**src/hw/cpl_pkg.sv**
```systemverilog
// shared constants for the converter protection logic
// assumes a 40 MHz core clock and comparator flags from the analog front end
package cpl_pkg;
    // ==========================================================
    // clock and timing
    localparam int CLK_MHZ          = 40;
    localparam int PG_FILTER_NS     = 10000;                       // window filter, 10 us
    localparam int PG_FILTER_CYC    = (PG_FILTER_NS * CLK_MHZ) / 1000;
    localparam int PK_MASK_NS       = 390;                         // peak blanking after turn-on
    localparam int PK_MASK_CYC      = (PK_MASK_NS * CLK_MHZ + 999) / 1000;
    localparam int VY_MASK_NS       = 200;                         // valley minimum off-time mask
    localparam int VY_MASK_CYC      = (VY_MASK_NS * CLK_MHZ + 999) / 1000;
    localparam int TON_MIN_NS       = 100;                         // minimum on-time
    localparam int TON_MIN_CYC      = (TON_MIN_NS * CLK_MHZ + 999) / 1000;
    localparam int THERM_HYST_DEGC  = 30;                          // hysteresis lives in the sensor
    // ==========================================================
    // interrupt status bit positions
    localparam int EV_OVP   = 0;
    localparam int EV_REV   = 1;
    localparam int EV_PEAK  = 2;
    localparam int EV_SKIP  = 3;
    localparam int EV_THERM = 4;
    localparam int EV_PGLOW = 5;
    localparam int EV_N     = 6;
    localparam logic [EV_N-1:0] MASK_RST = 6'h00;
    // ==========================================================
    // register offsets and reset values
    localparam logic [3:0] REG_STATUS = 4'h0;
    localparam logic [3:0] REG_MASK   = 4'h1;
    localparam logic [3:0] REG_CTRL   = 4'h2;
    localparam logic [3:0] REG_STATE  = 4'h3;
    localparam logic [0:0] CTRL_RST   = 1'h0;
    localparam int         CTRL_RUN   = 0;
    // ==========================================================
    // phase state machine
    typedef enum logic [4:0] {
        PH_IDLE = 5'h01,
        PH_HIGH = 5'h02,
        PH_LOW  = 5'h04,
        PH_SINK = 5'h08,
        PH_OFF  = 5'h10
    } cpl_phase_t;
endpackage : cpl_pkg

```
**src/hw/cpl_protect.sv**
```systemverilog
// per-cycle protection, current limiting, thermal and power-good logic
// assumes comparator flags arrive asynchronously and a switching clock pulse input
//
// The register offsets and the address-and-strobe port were left to the implementer.
`timescale 1ns/100ps
`default_nettype none
// What this block does
// - overvoltage turns low-side on to discharge
// - overvoltage persisting repeats discharge next cycle
// - reverse limit: both off till next cycle
// - reverse limit in discharge: both off till next cycle
// - peak comparator masked after high-side on
// - valley comparator masked after low-side on
// - reverse limit acts while valley masked
// - peak trip ends on-time, not below minimum
// - valley high ignores new switching edges
// - over-temperature stops all switching
// - restart after thermal only via soft-start
// - power-good low when feedback under 90%
// - power-good low when above 120% 10us
// - power-good low during soft-start
// - power-good low on thermal or undervoltage
// - power-good pin is open drain
module cpl_protect
    import cpl_pkg::*;
#(
    parameter int PG_FILTER = cpl_pkg::PG_FILTER_CYC,
    parameter int PK_MASK   = cpl_pkg::PK_MASK_CYC,
    parameter int VY_MASK   = cpl_pkg::VY_MASK_CYC,
    parameter int TON_MIN   = cpl_pkg::TON_MIN_CYC
) (
    input  wire logic       core_clk,
    input  wire logic       rstn,
    input  wire logic       swClkPulse,
    input  wire logic       dutyEnd,
    input  wire logic       softStartDone,
    input  wire logic       overvoltageFlag,
    input  wire logic       peakCurrentFlag,
    input  wire logic       valleyCurrentFlag,
    input  wire logic       reverseCurrentFlag,
    input  wire logic       thermalTripFlag,
    input  wire logic       undervoltageFlag,
    input  wire logic       feedbackLowFlag,
    input  wire logic       feedbackHighFlag,
    input  wire logic [3:0] regAddr,
    input  wire logic [7:0] regWdata,
    input  wire logic       regWrite,
    input  wire logic       regRead,
    output logic [7:0]      regRdata,
    output logic            highSideSwitch,
    output logic            lowSideSwitch,
    output logic            softStartRequest,
    output logic            regulationFlagOut,
    output logic            regulationFlagOe_n,
    output logic            irq
);
    import cpl_pkg::*;

    localparam int NF = 8;
    localparam int MW = 8;

    // ==========================================================
    // input synchronisers
    logic [NF-1:0] syncA;
    logic [NF-1:0] syncB;
    logic          ovp, pk, vy, rev, hot, input_undervoltage_lockout, fbLo, fbHi;
    // flags come from the analog side, so they pass two flops first
    always_ff @(posedge core_clk or negedge rstn) begin
        if (!rstn) begin
            syncA <= '0;
            syncB <= '0;
        end else begin
            syncA <= {feedbackHighFlag, feedbackLowFlag, undervoltageFlag, thermalTripFlag,
                      reverseCurrentFlag, valleyCurrentFlag, peakCurrentFlag, overvoltageFlag};
            syncB <= syncA;
        end
    end
    assign {fbHi, fbLo, input_undervoltage_lockout, hot, rev, vy, pk, ovp} = syncB;

    // ==========================================================
    // control register and phase machine
    logic       runEnable;
    cpl_phase_t phase;
    cpl_phase_t next_phase;
    logic [MW-1:0] phaseCnt;
    logic       thermLatch;
    logic       ssWait;
    logic       peakTrip;
    logic       valleyBlock;
    logic       stop;

    // masking windows run from each switch turn-on
    assign peakTrip    = (phase == PH_HIGH) && pk && (phaseCnt >= MW'(PK_MASK))
                         && (phaseCnt >= MW'(TON_MIN));
    assign valleyBlock = (phase == PH_LOW) && vy && (phaseCnt >= MW'(VY_MASK));
    assign stop        = hot || thermLatch || ssWait || !runEnable || input_undervoltage_lockout;

    // next phase: protections outrank the normal switching cycle
    always_comb begin
        next_phase = phase;
        unique case (phase)
            PH_IDLE: begin
                if (!stop && swClkPulse) begin
                    next_phase = ovp ? PH_SINK : PH_HIGH;
                end
            end
            PH_HIGH: begin
                if (stop) begin
                    next_phase = PH_IDLE;
                end else if (ovp) begin
                    next_phase = PH_SINK;
                end else if (peakTrip || (dutyEnd && phaseCnt >= MW'(TON_MIN))) begin
                    next_phase = PH_LOW;
                end
            end
            PH_LOW: begin
                if (stop) begin
                    next_phase = PH_IDLE;
                end else if (rev) begin
                    next_phase = PH_OFF;
                end else if (swClkPulse && !valleyBlock) begin
                    next_phase = ovp ? PH_SINK : PH_HIGH;
                end
            end
            PH_SINK: begin
                if (stop) begin
                    next_phase = PH_IDLE;
                end else if (rev) begin
                    next_phase = PH_OFF;
                end else if (swClkPulse) begin
                    next_phase = ovp ? PH_SINK : PH_HIGH;
                end
            end
            PH_OFF: begin
                if (stop) begin
                    next_phase = PH_IDLE;
                end else if (swClkPulse) begin
                    next_phase = ovp ? PH_SINK : PH_HIGH;
                end
            end
        endcase
    end

    // phase register and turn-on timer
    always_ff @(posedge core_clk or negedge rstn) begin
        if (!rstn) begin
            phase    <= PH_IDLE;
            phaseCnt <= '0;
        end else begin
            phase <= next_phase;
            if (next_phase != phase) begin
                phaseCnt <= '0;
            end else if (phaseCnt != '1) begin
                phaseCnt <= phaseCnt + 1'b1;
            end
        end
    end

    // gate commands from flops; never both on
    always_ff @(posedge core_clk or negedge rstn) begin
        if (!rstn) begin
            highSideSwitch <= 1'b0;
            lowSideSwitch  <= 1'b0;
        end else begin
            highSideSwitch <= (next_phase == PH_HIGH);
            lowSideSwitch  <= (next_phase == PH_LOW) || (next_phase == PH_SINK);
        end
    end

    // ==========================================================
    // thermal latch and soft-start handshake
    // the sensor supplies the hysteresis; logic only sees the clean flag
    always_ff @(posedge core_clk or negedge rstn) begin
        if (!rstn) begin
            thermLatch <= 1'b0;
            ssWait     <= 1'b1;
        end else begin
            if (hot) begin
                thermLatch <= 1'b1;
            end else if (thermLatch) begin
                thermLatch <= 1'b0;
            end
            if (hot || input_undervoltage_lockout || !runEnable) begin
                ssWait <= 1'b1;
            end else if (softStartDone) begin
                ssWait <= 1'b0;
            end
        end
    end
    assign softStartRequest = ssWait && !hot && !input_undervoltage_lockout && runEnable;

    // ==========================================================
    // power-good window and pin
    logic fbLoHeld;
    logic fbHiHeld;
    logic pgPull;

    cpl_filter #(.COUNT(PG_FILTER)) u_lowFilt (
        .core_clk (core_clk),
        .rstn     (rstn),
        .level    (fbLo),
        .held     (fbLoHeld)
    );
    cpl_filter #(.COUNT(PG_FILTER)) u_highFilt (
        .core_clk (core_clk),
        .rstn     (rstn),
        .level    (fbHi),
        .held     (fbHiHeld)
    );

    // registered so the pin never glitches on comparator chatter
    always_ff @(posedge core_clk or negedge rstn) begin
        if (!rstn) begin
            pgPull <= 1'b1;
        end else begin
            pgPull <= fbLoHeld || fbHiHeld || ssWait || hot || thermLatch || input_undervoltage_lockout;
        end
    end
    assign regulationFlagOut  = 1'b0;
    assign regulationFlagOe_n = !pgPull;

    // ==========================================================
    // interrupt status, mask and register port
    logic [EV_N-1:0] status;
    logic [EV_N-1:0] mask;
    logic [EV_N-1:0] events;
    logic            pgPrev;

    always_ff @(posedge core_clk or negedge rstn) begin
        if (!rstn) begin
            pgPrev <= 1'b1;
        end else begin
            pgPrev <= pgPull;
        end
    end

    always_comb begin
        events           = '0;
        events[EV_OVP]   = ovp && (next_phase == PH_SINK) && (phase != PH_SINK);
        events[EV_REV]   = (next_phase == PH_OFF) && (phase != PH_OFF);
        events[EV_PEAK]  = peakTrip;
        events[EV_SKIP]  = swClkPulse && valleyBlock;
        events[EV_THERM] = hot && !thermLatch;
        events[EV_PGLOW] = pgPull && !pgPrev;
    end

    // a read clears status, but an event in that cycle still sets
    always_ff @(posedge core_clk or negedge rstn) begin
        if (!rstn) begin
            status <= '0;
        end else if (regRead && regAddr == REG_STATUS) begin
            status <= events;
        end else begin
            status <= status | events;
        end
    end

    always_ff @(posedge core_clk or negedge rstn) begin
        if (!rstn) begin
            mask      <= MASK_RST;
            runEnable <= CTRL_RST[0];
        end else if (regWrite) begin
            if (regAddr == REG_MASK) begin
                mask <= regWdata[EV_N-1:0];
            end
            if (regAddr == REG_CTRL) begin
                runEnable <= regWdata[CTRL_RUN];
            end
        end
    end

    // read data valid the cycle after the strobe; unmapped reads zero
    always_ff @(posedge core_clk or negedge rstn) begin
        if (!rstn) begin
            regRdata <= '0;
        end else if (regRead) begin
            unique case (regAddr)
                REG_STATUS: regRdata <= {2'h0, status};
                REG_MASK:   regRdata <= {2'h0, mask};
                REG_CTRL:   regRdata <= {7'h00, runEnable};
                REG_STATE:  regRdata <= {pgPull, ssWait, thermLatch, phase};
                default:    regRdata <= 8'h00;
            endcase
        end else begin
            regRdata <= 8'h00;
        end
    end

    assign irq = |(status & mask);
endmodule : cpl_protect
`default_nettype wire

```
**src/hw/cpl_filter.sv**
```systemverilog
// persistence filter: output rises after input held high for a count
// assumes input already synchronised to core_clk
`timescale 1ns/100ps
`default_nettype none
module cpl_filter #(
    parameter int COUNT = 400
) (
    input  wire logic core_clk,
    input  wire logic rstn,
    input  wire logic level,
    output logic      held
);
    localparam int W = $clog2(COUNT + 1);
    logic [W-1:0] cnt;
    // ==========================================================
    // count while high, clear on any drop
    always_ff @(posedge core_clk or negedge rstn) begin
        if (!rstn) begin
            cnt  <= '0;
            held <= 1'b0;
        end else if (!level) begin
            cnt  <= '0;
            held <= 1'b0;
        end else if (cnt >= W'(COUNT)) begin
            held <= 1'b1;
        end else begin
            cnt <= cnt + 1'b1;
        end
    end
endmodule : cpl_filter
`default_nettype wire

```
**config.mk**
```make
export PLATFORM = sky130hd
export DESIGN_NAME = cpl_protect
export DESIGN_NICKNAME = d
export VERILOG_FILES = /design/src/hw/cpl_pkg.sv /design/src/hw/cpl_protect.sv /design/src/hw/cpl_filter.sv
export SDC_FILE = /design/constraint.sdc
export NUM_CORES = 1
export LEC_CHECK = 0
export BUFFER_PORTS_ARGS = -buffer_cell sky130_fd_sc_hd__buf_4
export CAP_MARGIN = 25
export CELL_PAD_IN_SITES_DETAIL_PLACEMENT = 1
export CELL_PAD_IN_SITES_GLOBAL_PLACEMENT = 1
export CORE_MARGIN = 5
export CORE_UTILIZATION = 49
export CTS_CLUSTER_DIAMETER = 100
export DETAILED_ROUTE_END_ITERATION = 7
export GPL_ROUTABILITY_DRIVEN = 0
export PLACE_DENSITY = 0.91
export SLEW_MARGIN = 20
export SYNTH_ARGS = -nofsm -noshare
export SYNTH_HDL_FRONTEND = slang
export SYNTH_SLANG_ARGS = --single-unit
export TNS_END_PERCENT = 100
```
**constraint.sdc**
```tcl
create_clock -name core_clk -period 5 [get_ports core_clk]
set_input_delay 0.5 -clock core_clk [delete_from_list [all_inputs] [get_ports core_clk]]
set_output_delay 0.5 -clock core_clk [all_outputs]
set_load 0.05 [all_outputs]
```
==> impl_metrics.py, run 1 <==
metrics = {
    "status": {
        "status": "completed",
    },
    "drt": {
        "routed_via_density": 5.793,
        "drc": 0,
        "drt_iter0_markers": 130,
        "drt-pass1-iter-count": 4,
        "vias": 2798,
        "wl_per_cell_microns": 18.36,
        "drt-total-wl_microns": 8869,
        "ant_nets": 0,
    },
    "pwr": {
        "net-switching-power_w": 0.0004579,
        "p_seq_share_pct": 49.3,
        "p_int_w": 0.001062,
        "power.leakage_nw": 1.887,
        "swShare_pct": 30.12,
        "comb_power_share_pct": 14.9,
        "max-vdd-ir-drop_v": 0.0002787,
        "clkPwrFrac_pct": 35.7,
        "power_density_nw_per_um2": 360.4,
    },
    "synthesis": {
        "synthArstFlopShare_pct": 100.0,
        "ys.flop_type": "dfrtp_1",
        "synth-seq-cells": 76,
        "ys_seq_area_share_pct": 52.17,
        "synth_edf_count": 0,
        "synth_cell_types": 62,
        "synthesis.area_sq_um": 3655,
        "syn_nets": 377,
        "synthCells": 344,
        "synth_area_per_cell_sq_um": 10.62,
        "yosys_warnings": 0,
    },
    "timing": {
        "finalSetupViolations": 0,
        "worst_slew_pin_slew_ns": 0.9625,
        "final.period_utilization_pct": 57.26,
        "fmax_mhz": 349.3,
        "finalSetupTns_ns": 0,
        "finalMaxSlewViolations": 0,
        "rsz0062_at_grt": "no",
        "skew_ns": 0.01206,
        "slew_headroom_pct": 34.82,
        "hold_violations": 0,
        "min_period_ns": 2.863,
    },
    "cells_and_area": {
        "seq_area_sq_um": 1907,
        "fin_area_sq_um": 4219,
        "final_cell_mix": "dfrtp_1, nor2_1, buf_4, nand2_1, a21oi_1",
        "area_growth_pct": 15.44,
        "num_antenna_cells": 0,
        "multi_input_area_sq_um": 1605,
        "layout_commonest_cell": "dfrtp_1",
        "fillers": 801,
        "fin_nets": 412,
        "drive_above_1_share_pct": 21.09,
    },
    "global_routing": {
        "grt_pass1_wl_microns": 14990,
        "grt_pass1_vias": 2980,
        "grt_max_degree": 77,
        "grtUsageTotal_pct": 21.27,
        "overflow": 0,
        "grt_antenna_before_repair": 0,
    },
    "critical_path": {
        "cp.arrival_ns": 3.14,
        "start_kind": "flip-flop",
        "crit_path_max_incr_delay_ns": 0.64,
        "crit_required_ns": 5.27,
        "critical-path-slowest-cell": "dfrtp_1",
        "worstPathMaxFanout": 13,
        "crit_type": "flip-flop to flip-flop",
        "cp_num_buf_inv": 0,
        "cp_top_family": "compound AO/OA/AOI/OAI gates",
        "path_cells": "or3b_1, a2111oi_1, a21oi_1, nand4b_1, a31oi_2, o2111ai_2, nor3_1",
        "end_kind": "flip-flop",
    },
    "floorplanning": {
        "die_w_microns": 96.37,
        "die_h_microns": 96.37,
        "dieArea_sq_um": 9286,
        "fp-row-count": 31,
        "io-pin-count": 41,
        "core-area_sq_um": 7253,
        "initial_core_util_pct": 50.39,
    },
    "clock_network": {
        "postCtsResizedCells": 0,
        "tritoncts": "done",
        "clk_root_buffer_cell": "clkbuf_8",
        "htreeDepth": 3,
        "cts_buffers": 9,
        "postCtsHoldBufs": 0,
        "clock_sinks": 76,
        "clk_path_buf_depth": 2,
        "postCtsSetupBuffers": 0,
        "insertion_delay_ns": 0.37,
        "clk_pin_slew_ns": 0.08,
    },
    "hold_path": {
        "hp-class": "input port to asynchronous set/reset pin",
    },
    "placement": {
        "port_buffers": 37,
        "postPlaceCellArea_sq_um": 3963,
        "hpwl_microns": 6056,
    },
    "job": {
        "maxCapViolations": 0,
    },
}
## final timing paths
path | startpoint | slack [ns] | end | cells after the start
max | phase[3] | 2.14 | phaseCnt[6] | 7
min | rstn | 0.10 | lowSideSwitch | 1
max reg2reg | phase[3] | 2.14 | phaseCnt[6] | 7
min reg2reg | syncA[7] | 0.36 | syncB[7] | 0
max in group asynchronous | rstn | 4.34 | syncB[5] | 2
min in group core_clk | feedbackHighFlag | 0.23 | syncA[7] | 1
## metal layers
layer | up-vias | track usage [%] | part of all wire (%)
li1 | 1286 | - | -
met1 | 1425 | 26.38 | 42
met2 | 70 | 35.83 | 51
met3 | 17 | 5.942 | 4.9
met4 | 0 | 6.893 | 1.9
met5 | - | 0 | 0
## cell usage after synthesis, types with 3 or more instances
master	instances	area [sq um]
nor2_1	38	142.6
mux2i_1	5	50.05
nand4b_1	3	26.28
ha_1	6	75.07
nand4_1	8	50.05
nor3_1	9	45.04
a22oi_1	4	30.03
mux2_2	7	78.83
and2_1	10	62.56
nor2b_1	3	18.77
nand3_1	14	70.07
and3_1	7	43.79
buf_6	4	45.04
dfstp_2	4	105.1
o22ai_1	3	18.77
clkbuf_1	7	26.28
inv_1	14	52.55
o21ai_0	9	45.04
xor2_1	9	78.83
a21oi_1	18	90.09
nand2_1	28	105.1
dfrtp_1	72	1802
xnor2_1	10	87.58
o311ai_1	3	26.28
buf_4	3	22.52
a31oi_1	4	25.02
## sequential cells by signal, indices dropped and copies added, names as in the netlist
signal / cells
regRdata: 8
lowSideSwitch: 1
phase: 5
u_lowFilt.held: 1
u_lowFilt.cnt: 9
runEnable: 1
phaseCnt: 8
u_highFilt.held: 1
pgPrev: 1
pgPull: 1
syncA: 8
mask: 6
thermLatch: 1
syncB: 8
highSideSwitch: 1
ssWait: 1
status: 6
u_highFilt.cnt: 9
## cell type report
class | count | share of cell area [%]
sequential | 76 | 45.20
timing repair buffer | 38 | 7.058
clock inverter | 7 | 2.491
inverter | 15 | 1.335
multi-input combinational | 239 | 38.05
clock buffer | 9 | 2.936
tap | 99 | 2.936
## through the flow
stage	hold slack [ns]	std cells	util, %	setup WS, ns	total power [W]
2_1_floorplan	0.2044	344	-	2.845	0.0009024
3_3_place_gp	0.3320	466	54.63	2.350	0.0009641
3_5_place_dp	0.3358	466	54.63	2.197	0.0009819
4_1_cts	0.2220	482	57.79	2.147	0.001533
5_1_grt	0.1252	483	58.17	1.969	0.001602
6_report	0.1000	483	58.17	2.137	0.001520
## cells by family after synthesis
family,after synthesis,share of synthesized area [%]
simple gates,138,20.61
buf+inv,29,4.108
fa+ha+maj,6,2.054
xor+xnor,19,4.553
other cells,1,0.1026
flops,76,52.17
mux,13,4.143
compound gates,62,12.26
## power by group through the flow
stage               clock [W]  sequential, W  combinational, W
floorplan                   0       0.000739          0.000163
global placement            0       0.000754          0.000210
detailed placement          0       0.000760          0.000222
CTS                  0.000556       0.000750          0.000227
global route         0.000587       0.000761          0.000253
finish               0.000543       0.000750          0.000227
## worst register-to-register path, stage by stage (launching register included)
cell	delay (ns)
dfrtp_1	0.64
or3b_1	0.43
a2111oi_1	0.54
a21oi_1	0.12
nand4b_1	0.23
a31oi_2	0.22
o2111ai_2	0.30
nor3_1	0.29
Note: power is estimated with default switching activity, not from simulation.
==> run 2, diff against run 1 <==
Settings changed: CORE_UTILIZATION 49 to 46, PLACE_DENSITY 0.91 to 0.86.
Clock period 5 ns to 2.9 ns, I/O delays scaled along.
==> run 2 against run 1 <==
Net effect:
- final cell count up 1.4%
- combinational power grew 75%
- register-to-register slack worse by 1.9 ns
- core utilization down 3.9 points
- first-iteration DRC count is 10% higher
- critical path depth stayed put
- cell area shrank 0.65%
- sequential share of layout area grew 0.33 points
- count of clock-buffer cells in the layout grew 3
- clock power rose by 34%
- die area increased by 5.8%
- routed wire length shrank 3.1%
- largest cell class unchanged
- highest routed layer unchanged
==> impl_metrics.py, run 2 (synthesis gave the netlist of run 1 again) <==
metrics = {
    "status": {
        "status": "completed",
    },
    "clock_network": {
        "cts_buffers": 9,
        "clk_path_buf_depth": 2,
        "insertion_delay_ns": 0.35,
        "clock_sinks": 76,
        "clk_root_buffer_cell": "clkbuf_8",
        "postCtsSetupBuffers": 0,
        "clk_pin_slew_ns": 0.08,
        "htreeDepth": 3,
        "tritoncts": "done",
    },
    "timing": {
        "rsz0062_at_grt": "no",
        "slew_headroom_pct": 61.68,
        "worst_slew_pin_slew_ns": 0.5659,
        "min_period_ns": 2.660,
        "finalSetupViolations": 0,
        "final.period_utilization_pct": 91.72,
        "finalMaxSlewViolations": 0,
        "skew_ns": 0.008500,
        "setup_ws_ns": 0.2401,
        "finalSetupTns_ns": 0,
        "fmax_mhz": 375.9,
        "hold_violations": 0,
    },
    "drt": {
        "drt-total-wl_microns": 8593,
        "routed_via_density": 5.692,
        "drt_iter0_markers": 143,
        "drt-pass1-iter-count": 4,
        "ant_nets": 0,
        "wl_per_cell_microns": 17.54,
        "drc": 0,
        "vias": 2789,
    },
    "floorplanning": {
        "core-area_sq_um": 7727,
        "io-pin-count": 41,
        "die_h_microns": 99.14,
        "fp-row-count": 32,
        "initial_core_util_pct": 47.30,
        "die_w_microns": 99.14,
        "dieArea_sq_um": 9828,
    },
    "job": {
        "maxCapViolations": 0,
    },
    "critical_path": {
        "end_kind": "flip-flop",
        "cp.arrival_ns": 2.92,
        "rrSetupSlack_ns": 0.24,
        "critical-path-slowest-cell": "dfrtp_1",
        "r2r_cells": 7,
        "path_cells": "or3b_1, a2111oi_1, a21oi_1, nand4b_1, a31oi_2, o2111ai_2, nor3_1",
        "endpoint": "phaseCnt[3]",
        "reg2reg_to": "phaseCnt[3]",
        "crit_required_ns": 3.16,
        "startpoint": "phase[4]",
        "start_kind": "flip-flop",
        "crit_path_max_incr_delay_ns": 0.56,
        "crit_type": "flip-flop to flip-flop",
        "r2r-start": "phase[4]",
        "worstPathMaxFanout": 12,
    },
    "global_routing": {
        "grtUsageTotal_pct": 18.74,
        "grt_pass1_vias": 2874,
        "grt_pass1_wl_microns": 14550,
        "grt_max_degree": 77,
        "overflow": 0,
        "grt_antenna_before_repair": 0,
    },
    "cells_and_area": {
        "reg_top3": "u_highFilt.cnt x9, u_lowFilt.cnt x9",
        "fin_area_sq_um": 4192,
        "layout_commonest_cell": "dfrtp_1",
        "drive_above_1_share_pct": 21.13,
        "finalNonFillerCells": 490,
        "num_antenna_cells": 0,
        "area_growth_pct": 14.69,
        "final_cell_mix": "dfrtp_1, buf_4, nor2_1, nand2_1, a21oi_1",
        "fin_nets": 416,
    },
    "hold_path": {
        "hp-class": "input port to flip-flop",
    },
    "pwr": {
        "swShare_pct": 30.82,
        "p_seq_share_pct": 53.5,
        "max-vdd-ir-drop_v": 0.0002481,
        "net-switching-power_w": 0.0007436,
        "power_density_nw_per_um2": 575.7,
        "clkPwrFrac_pct": 30.0,
        "power.leakage_nw": 1.883,
        "comb_power_share_pct": 16.4,
        "p_int_w": 0.001669,
    },
    "placement": {
        "port_buffers": 37,
        "hpwl_microns": 6101,
        "dp.cells": 472,
        "postPlaceCellArea_sq_um": 3989,
        "dp_slack_ns": 0.2354,
    },
}
-- run 2: worst min-delay path by stage --
stage                           from              to  slack, ns  depth (start not counted)
floorplan                       rstn  highSideSwitch     -0.006                          0
global placement            syncA[7]        syncB[7]       0.33                          0
CTS                 feedbackHighFlag        syncA[7]       0.02                          1
finish              feedbackHighFlag        syncA[7]       0.03                          1
global route        feedbackHighFlag        syncA[7]       0.02                          1
detailed placement          syncA[3]        syncB[3]       0.34                          0
-- run 2: timing repair --
action	in CTS	in global routing
hold buffers	0	1
endpoints found under the hold margin	0	38
resized for setup	0	1
endpoints found under the setup margin	0	5
-- run 2: critical path, delay by kind of cell (launching register included) --
kind / cells / cell delay, ns
AO/OA/AOI/OAI: 4 / 1.09
AND/OR/NAND/NOR: 3 / 0.94
flip-flops: 1 / 0.56
-- run 2: final cells by class --
class | instances | area (sq um)
Tap cell | 102 | 127.6
Clock inverter | 4 | 26.28
Fill cell | 863 | 3536
Sequential cell | 76 | 1908
Timing Repair Buffer | 42 | 330.3
Inverter | 15 | 56.30
Clock buffer | 12 | 145.1
Multi-Input combinational cell | 239 | 1598
-- run 2: through the flow --
step / hold WS, ns / utilization [%] / power, W
floorplan: -0.005591 / - / 0.001556
global route: 0.01674 / 54.24 / 0.002537
finish: 0.03497 / 54.24 / 0.002413
detailed placement: 0.3387 / 51.62 / 0.001700
CTS: 0.02026 / 53.84 / 0.002434
global placement: 0.3324 / 51.62 / 0.001666
-- run 2: power groups by stage --
stage	combinational, W	sequential [W]	clock [W]
final	0.000397	0.00129	0.000725
after global routing	0.000443	0.00131	0.000783
after CTS	0.000398	0.00129	0.000746
after detailed placement	0.000391	0.00131	0
after global placement	0.000368	0.00130	0
after floorplan	0.000281	0.00127	0
-- run 2: metal layers --
layer / vias up / global-route usage, % / part of all wire, %
met2: 73 / 31.87 / 51
met3: 13 / 2.945 / 3.9
met5: - / 0 / 0
li1: 1292 / - / -
met1: 1411 / 23.41 / 43
met4: 0 / 8.718 / 2.0
==> run 3, diff against run 2 <==
Settings changed: ABC_AREA set to 1, CORE_UTILIZATION 46 to 44, PLACE_DENSITY 0.86 to 0.85.
==> run 3 against run 2 <==
Net effect:
- routed wire length shrank 2.0%
- critical path type unchanged
- clock power decreased by 3.0%
- global-route usage decreased by 0.90 points
==> impl_metrics.py, run 3 <==
metrics = {
    "status": {
        "status": "completed",
    },
    "floorplanning": {
        "die_w_microns": 100.1,
        "die_h_microns": 100.1,
        "io-pin-count": 41,
        "fp-row-count": 32,
        "core-area_sq_um": 7807,
        "dieArea_sq_um": 10020,
        "initial_core_util_pct": 45.75,
    },
    "synthesis": {
        "synth_simple_gate_area_share_pct": 23.01,
        "synth.top_cell.area_share_pct": 50.44,
        "synth_top_family_by_area": "simple AND/OR/NAND/NOR gates",
        "synth_edf_count": 0,
        "synth_most_common_cell": "dfrtp_1",
        "synthArstFlopShare_pct": 100.0,
        "yosysTopAreaCell": "dfrtp_1",
        "yosys.area_share.xor_xnor_pct": 1.716,
        "synth-seq-cells": 76,
        "syn_nets": 420,
        "synthCells": 387,
        "yosys_warnings": 0,
        "synth.area.mux_share_pct": 1.576,
        "synth_cell_types": 44,
        "synth_common_cells": "dfrtp_1, inv_1, nand2_1, nand3_1, nor2_1",
        "synth_area_leaders": "dfrtp_1, inv_1, nand2_1",
        "synthesis.area_sq_um": 3572,
        "synth_area_per_cell_sq_um": 9.230,
        "synth_compound_area_share_pct": 10.86,
        "ys_seq_area_share_pct": 53.38,
        "synth_adder_area_share_pct": 2.102,
        "ys.flop_type": "dfrtp_1",
    },
    "global_routing": {
        "grtUsageMet2_pct": 30.94,
        "grt_pass1_wl_microns": 14480,
        "globalRouteMet1Util_pct": 22.01,
        "grt_max_degree": 77,
        "grtUsageTotal_pct": 17.84,
        "grt_use_met3_pct": 4.378,
        "grt_antenna_before_repair": 0,
        "overflow": 0,
        "grt_pass1_vias": 3184,
        "gr-max-usage-layer": "met2",
    },
    "critical_path": {
        "path_cells": "nor2_2, nand4_1, nand2_2, nor3_4, nand2_1, nand3_1, nand4_4, nor3_2",
        "critical-path-slowest-cell": "dfstp_2",
        "crit_required_ns": 3.16,
        "crit_type": "flip-flop to flip-flop",
        "r2r-start": "phase[0]",
        "start_kind": "flip-flop",
        "crit_path_max_incr_delay_ns": 0.62,
        "startpoint": "phase[0]",
        "worstPathMaxFanout": 8,
        "cp.arrival_ns": 2.44,
        "end_kind": "flip-flop",
    },
    "drt": {
        "wl_per_cell_microns": 15.47,
        "drt-pass1-iter-count": 4,
        "drt-total-wl_microns": 8418,
        "routed_via_density": 5.346,
        "vias": 2908,
        "drc": 0,
        "drt_iter0_markers": 103,
        "ant_nets": 0,
    },
    "pwr": {
        "power_density_nw_per_um2": 588.7,
        "swShare_pct": 31.69,
        "max-vdd-ir-drop_v": 0.0002196,
        "comb_power_share_pct": 19.2,
        "p_int_w": 0.001683,
        "power.leakage_nw": 2.001,
        "clkPwrFrac_pct": 28.6,
        "net-switching-power_w": 0.0007806,
        "p_seq_share_pct": 52.3,
    },
    "clock_network": {
        "tritoncts": "done",
        "clk_root_buffer_cell": "clkbuf_8",
        "cts_buffers": 9,
        "clk_path_buf_depth": 2,
        "clock_sinks": 76,
        "postCtsHoldBufs": 0,
        "postCtsResizedCells": 0,
        "htreeDepth": 3,
        "clk_pin_slew_ns": 0.08,
        "insertion_delay_ns": 0.35,
        "postCtsSetupBuffers": 0,
    },
    "placement": {
        "dp_slack_ns": 0.7267,
        "port_buffers": 37,
        "hpwl_microns": 6300,
    },
    "timing": {
        "final.period_utilization_pct": 75.09,
        "finalMaxSlewViolations": 0,
        "finalSetupTns_ns": 0,
        "finalSetupViolations": 0,
        "skew_ns": 0.009586,
        "rsz0062_at_grt": "no",
        "setup_ws_ns": 0.7225,
        "min_period_ns": 2.177,
        "fmax_mhz": 459.2,
        "hold_violations": 0,
    },
    "cells_and_area": {
        "area_growth_pct": 17.13,
        "reg_top3": "u_highFilt.cnt x9, u_lowFilt.cnt x9",
        "layout_commonest_cell": "dfrtp_1",
        "multi_input_area_sq_um": 1406,
        "num_antenna_cells": 0,
        "final_cell_mix": "dfrtp_1, inv_1, nand2_1, buf_4, nand3_1",
        "fin_nets": 470,
        "drive_above_1_share_pct": 20.14,
        "fillers": 944,
        "seq_area_sq_um": 1907,
    },
    "hold_path": {
        "hp-class": "input port to flip-flop",
        "min_from": "thermalTripFlag",
    },
    "job": {
        "maxCapViolations": 0,
    },
}
## run 3: metal layers
| layer | vias to the layer above | part of all wire, % |
|---|---|---|
| li1 | 1379 | - |
| met1 | 1461 | 43 |
| met2 | 49 | 52 |
| met3 | 19 | 3.6 |
| met4 | 0 | 1.9 |
| met5 | - | 0 |
## run 3: cells by family after synthesis
kind of cell / count (synthesis)
mux: 5
xor+xnor: 7
simple gates: 161
buf+inv: 68
compound gates: 63
fa+ha+maj: 6
flops: 76
other cells: 1
## run 3: layout make-up
class                      instances  share of cell area (%)
inverter                          67                   6.011
clock buffer                      10                   3.050
tap                              102                   3.050
sequential                        76                   45.57
clock inverter                     6                  0.9868
multi-input combinational        243                   33.61
timing repair buffer              40                   7.715
## run 3: power groups by stage
stage          logic, W  clock network (W)  registers [W]
4_1_cts        0.000474           0.000729        0.00129
6_report       0.000472           0.000703        0.00129
2_1_floorplan  0.000329                  0        0.00128
5_1_grt        0.000536           0.000780        0.00131
3_3_place_gp   0.000440                  0        0.00130
3_5_place_dp   0.000471                  0        0.00131
## run 3: final timing paths
path / slack [ns] / to / cells past startpoint
worst max-delay path: 0.72 / phaseCnt[5] / 8
worst min-delay path: 0.04 / syncA[4] / 1
worst max register to register: 0.72 / phaseCnt[5] / 8
worst min register to register: 0.35 / syncB[2] / 0
max in group asynchronous: 1.92 / phase[0] / 3
min in group asynchronous: 0.36 / mask[0] / 2
## run 3: through the flow
step                      util (%)  hold WS (ns)  total power (W)  cell area (sq um)  cells
after detailed placement     50.95        0.3356         0.001778               3978    526
after global placement       50.95        0.3334         0.001740               3978    526
after floorplan                  -     -0.005591         0.001611               3572    387
after global routing         53.59       0.02234         0.002622               4184    544
final                        53.59       0.04113         0.002463               4184    544
after CTS                    53.11       0.02885         0.002490               4146    542
## run 3: critical path: cells and delay by family, from the launching register on
family	cells	cell delay (ns)
and+or+nand+nor	8	1.48
DFF	1	0.62
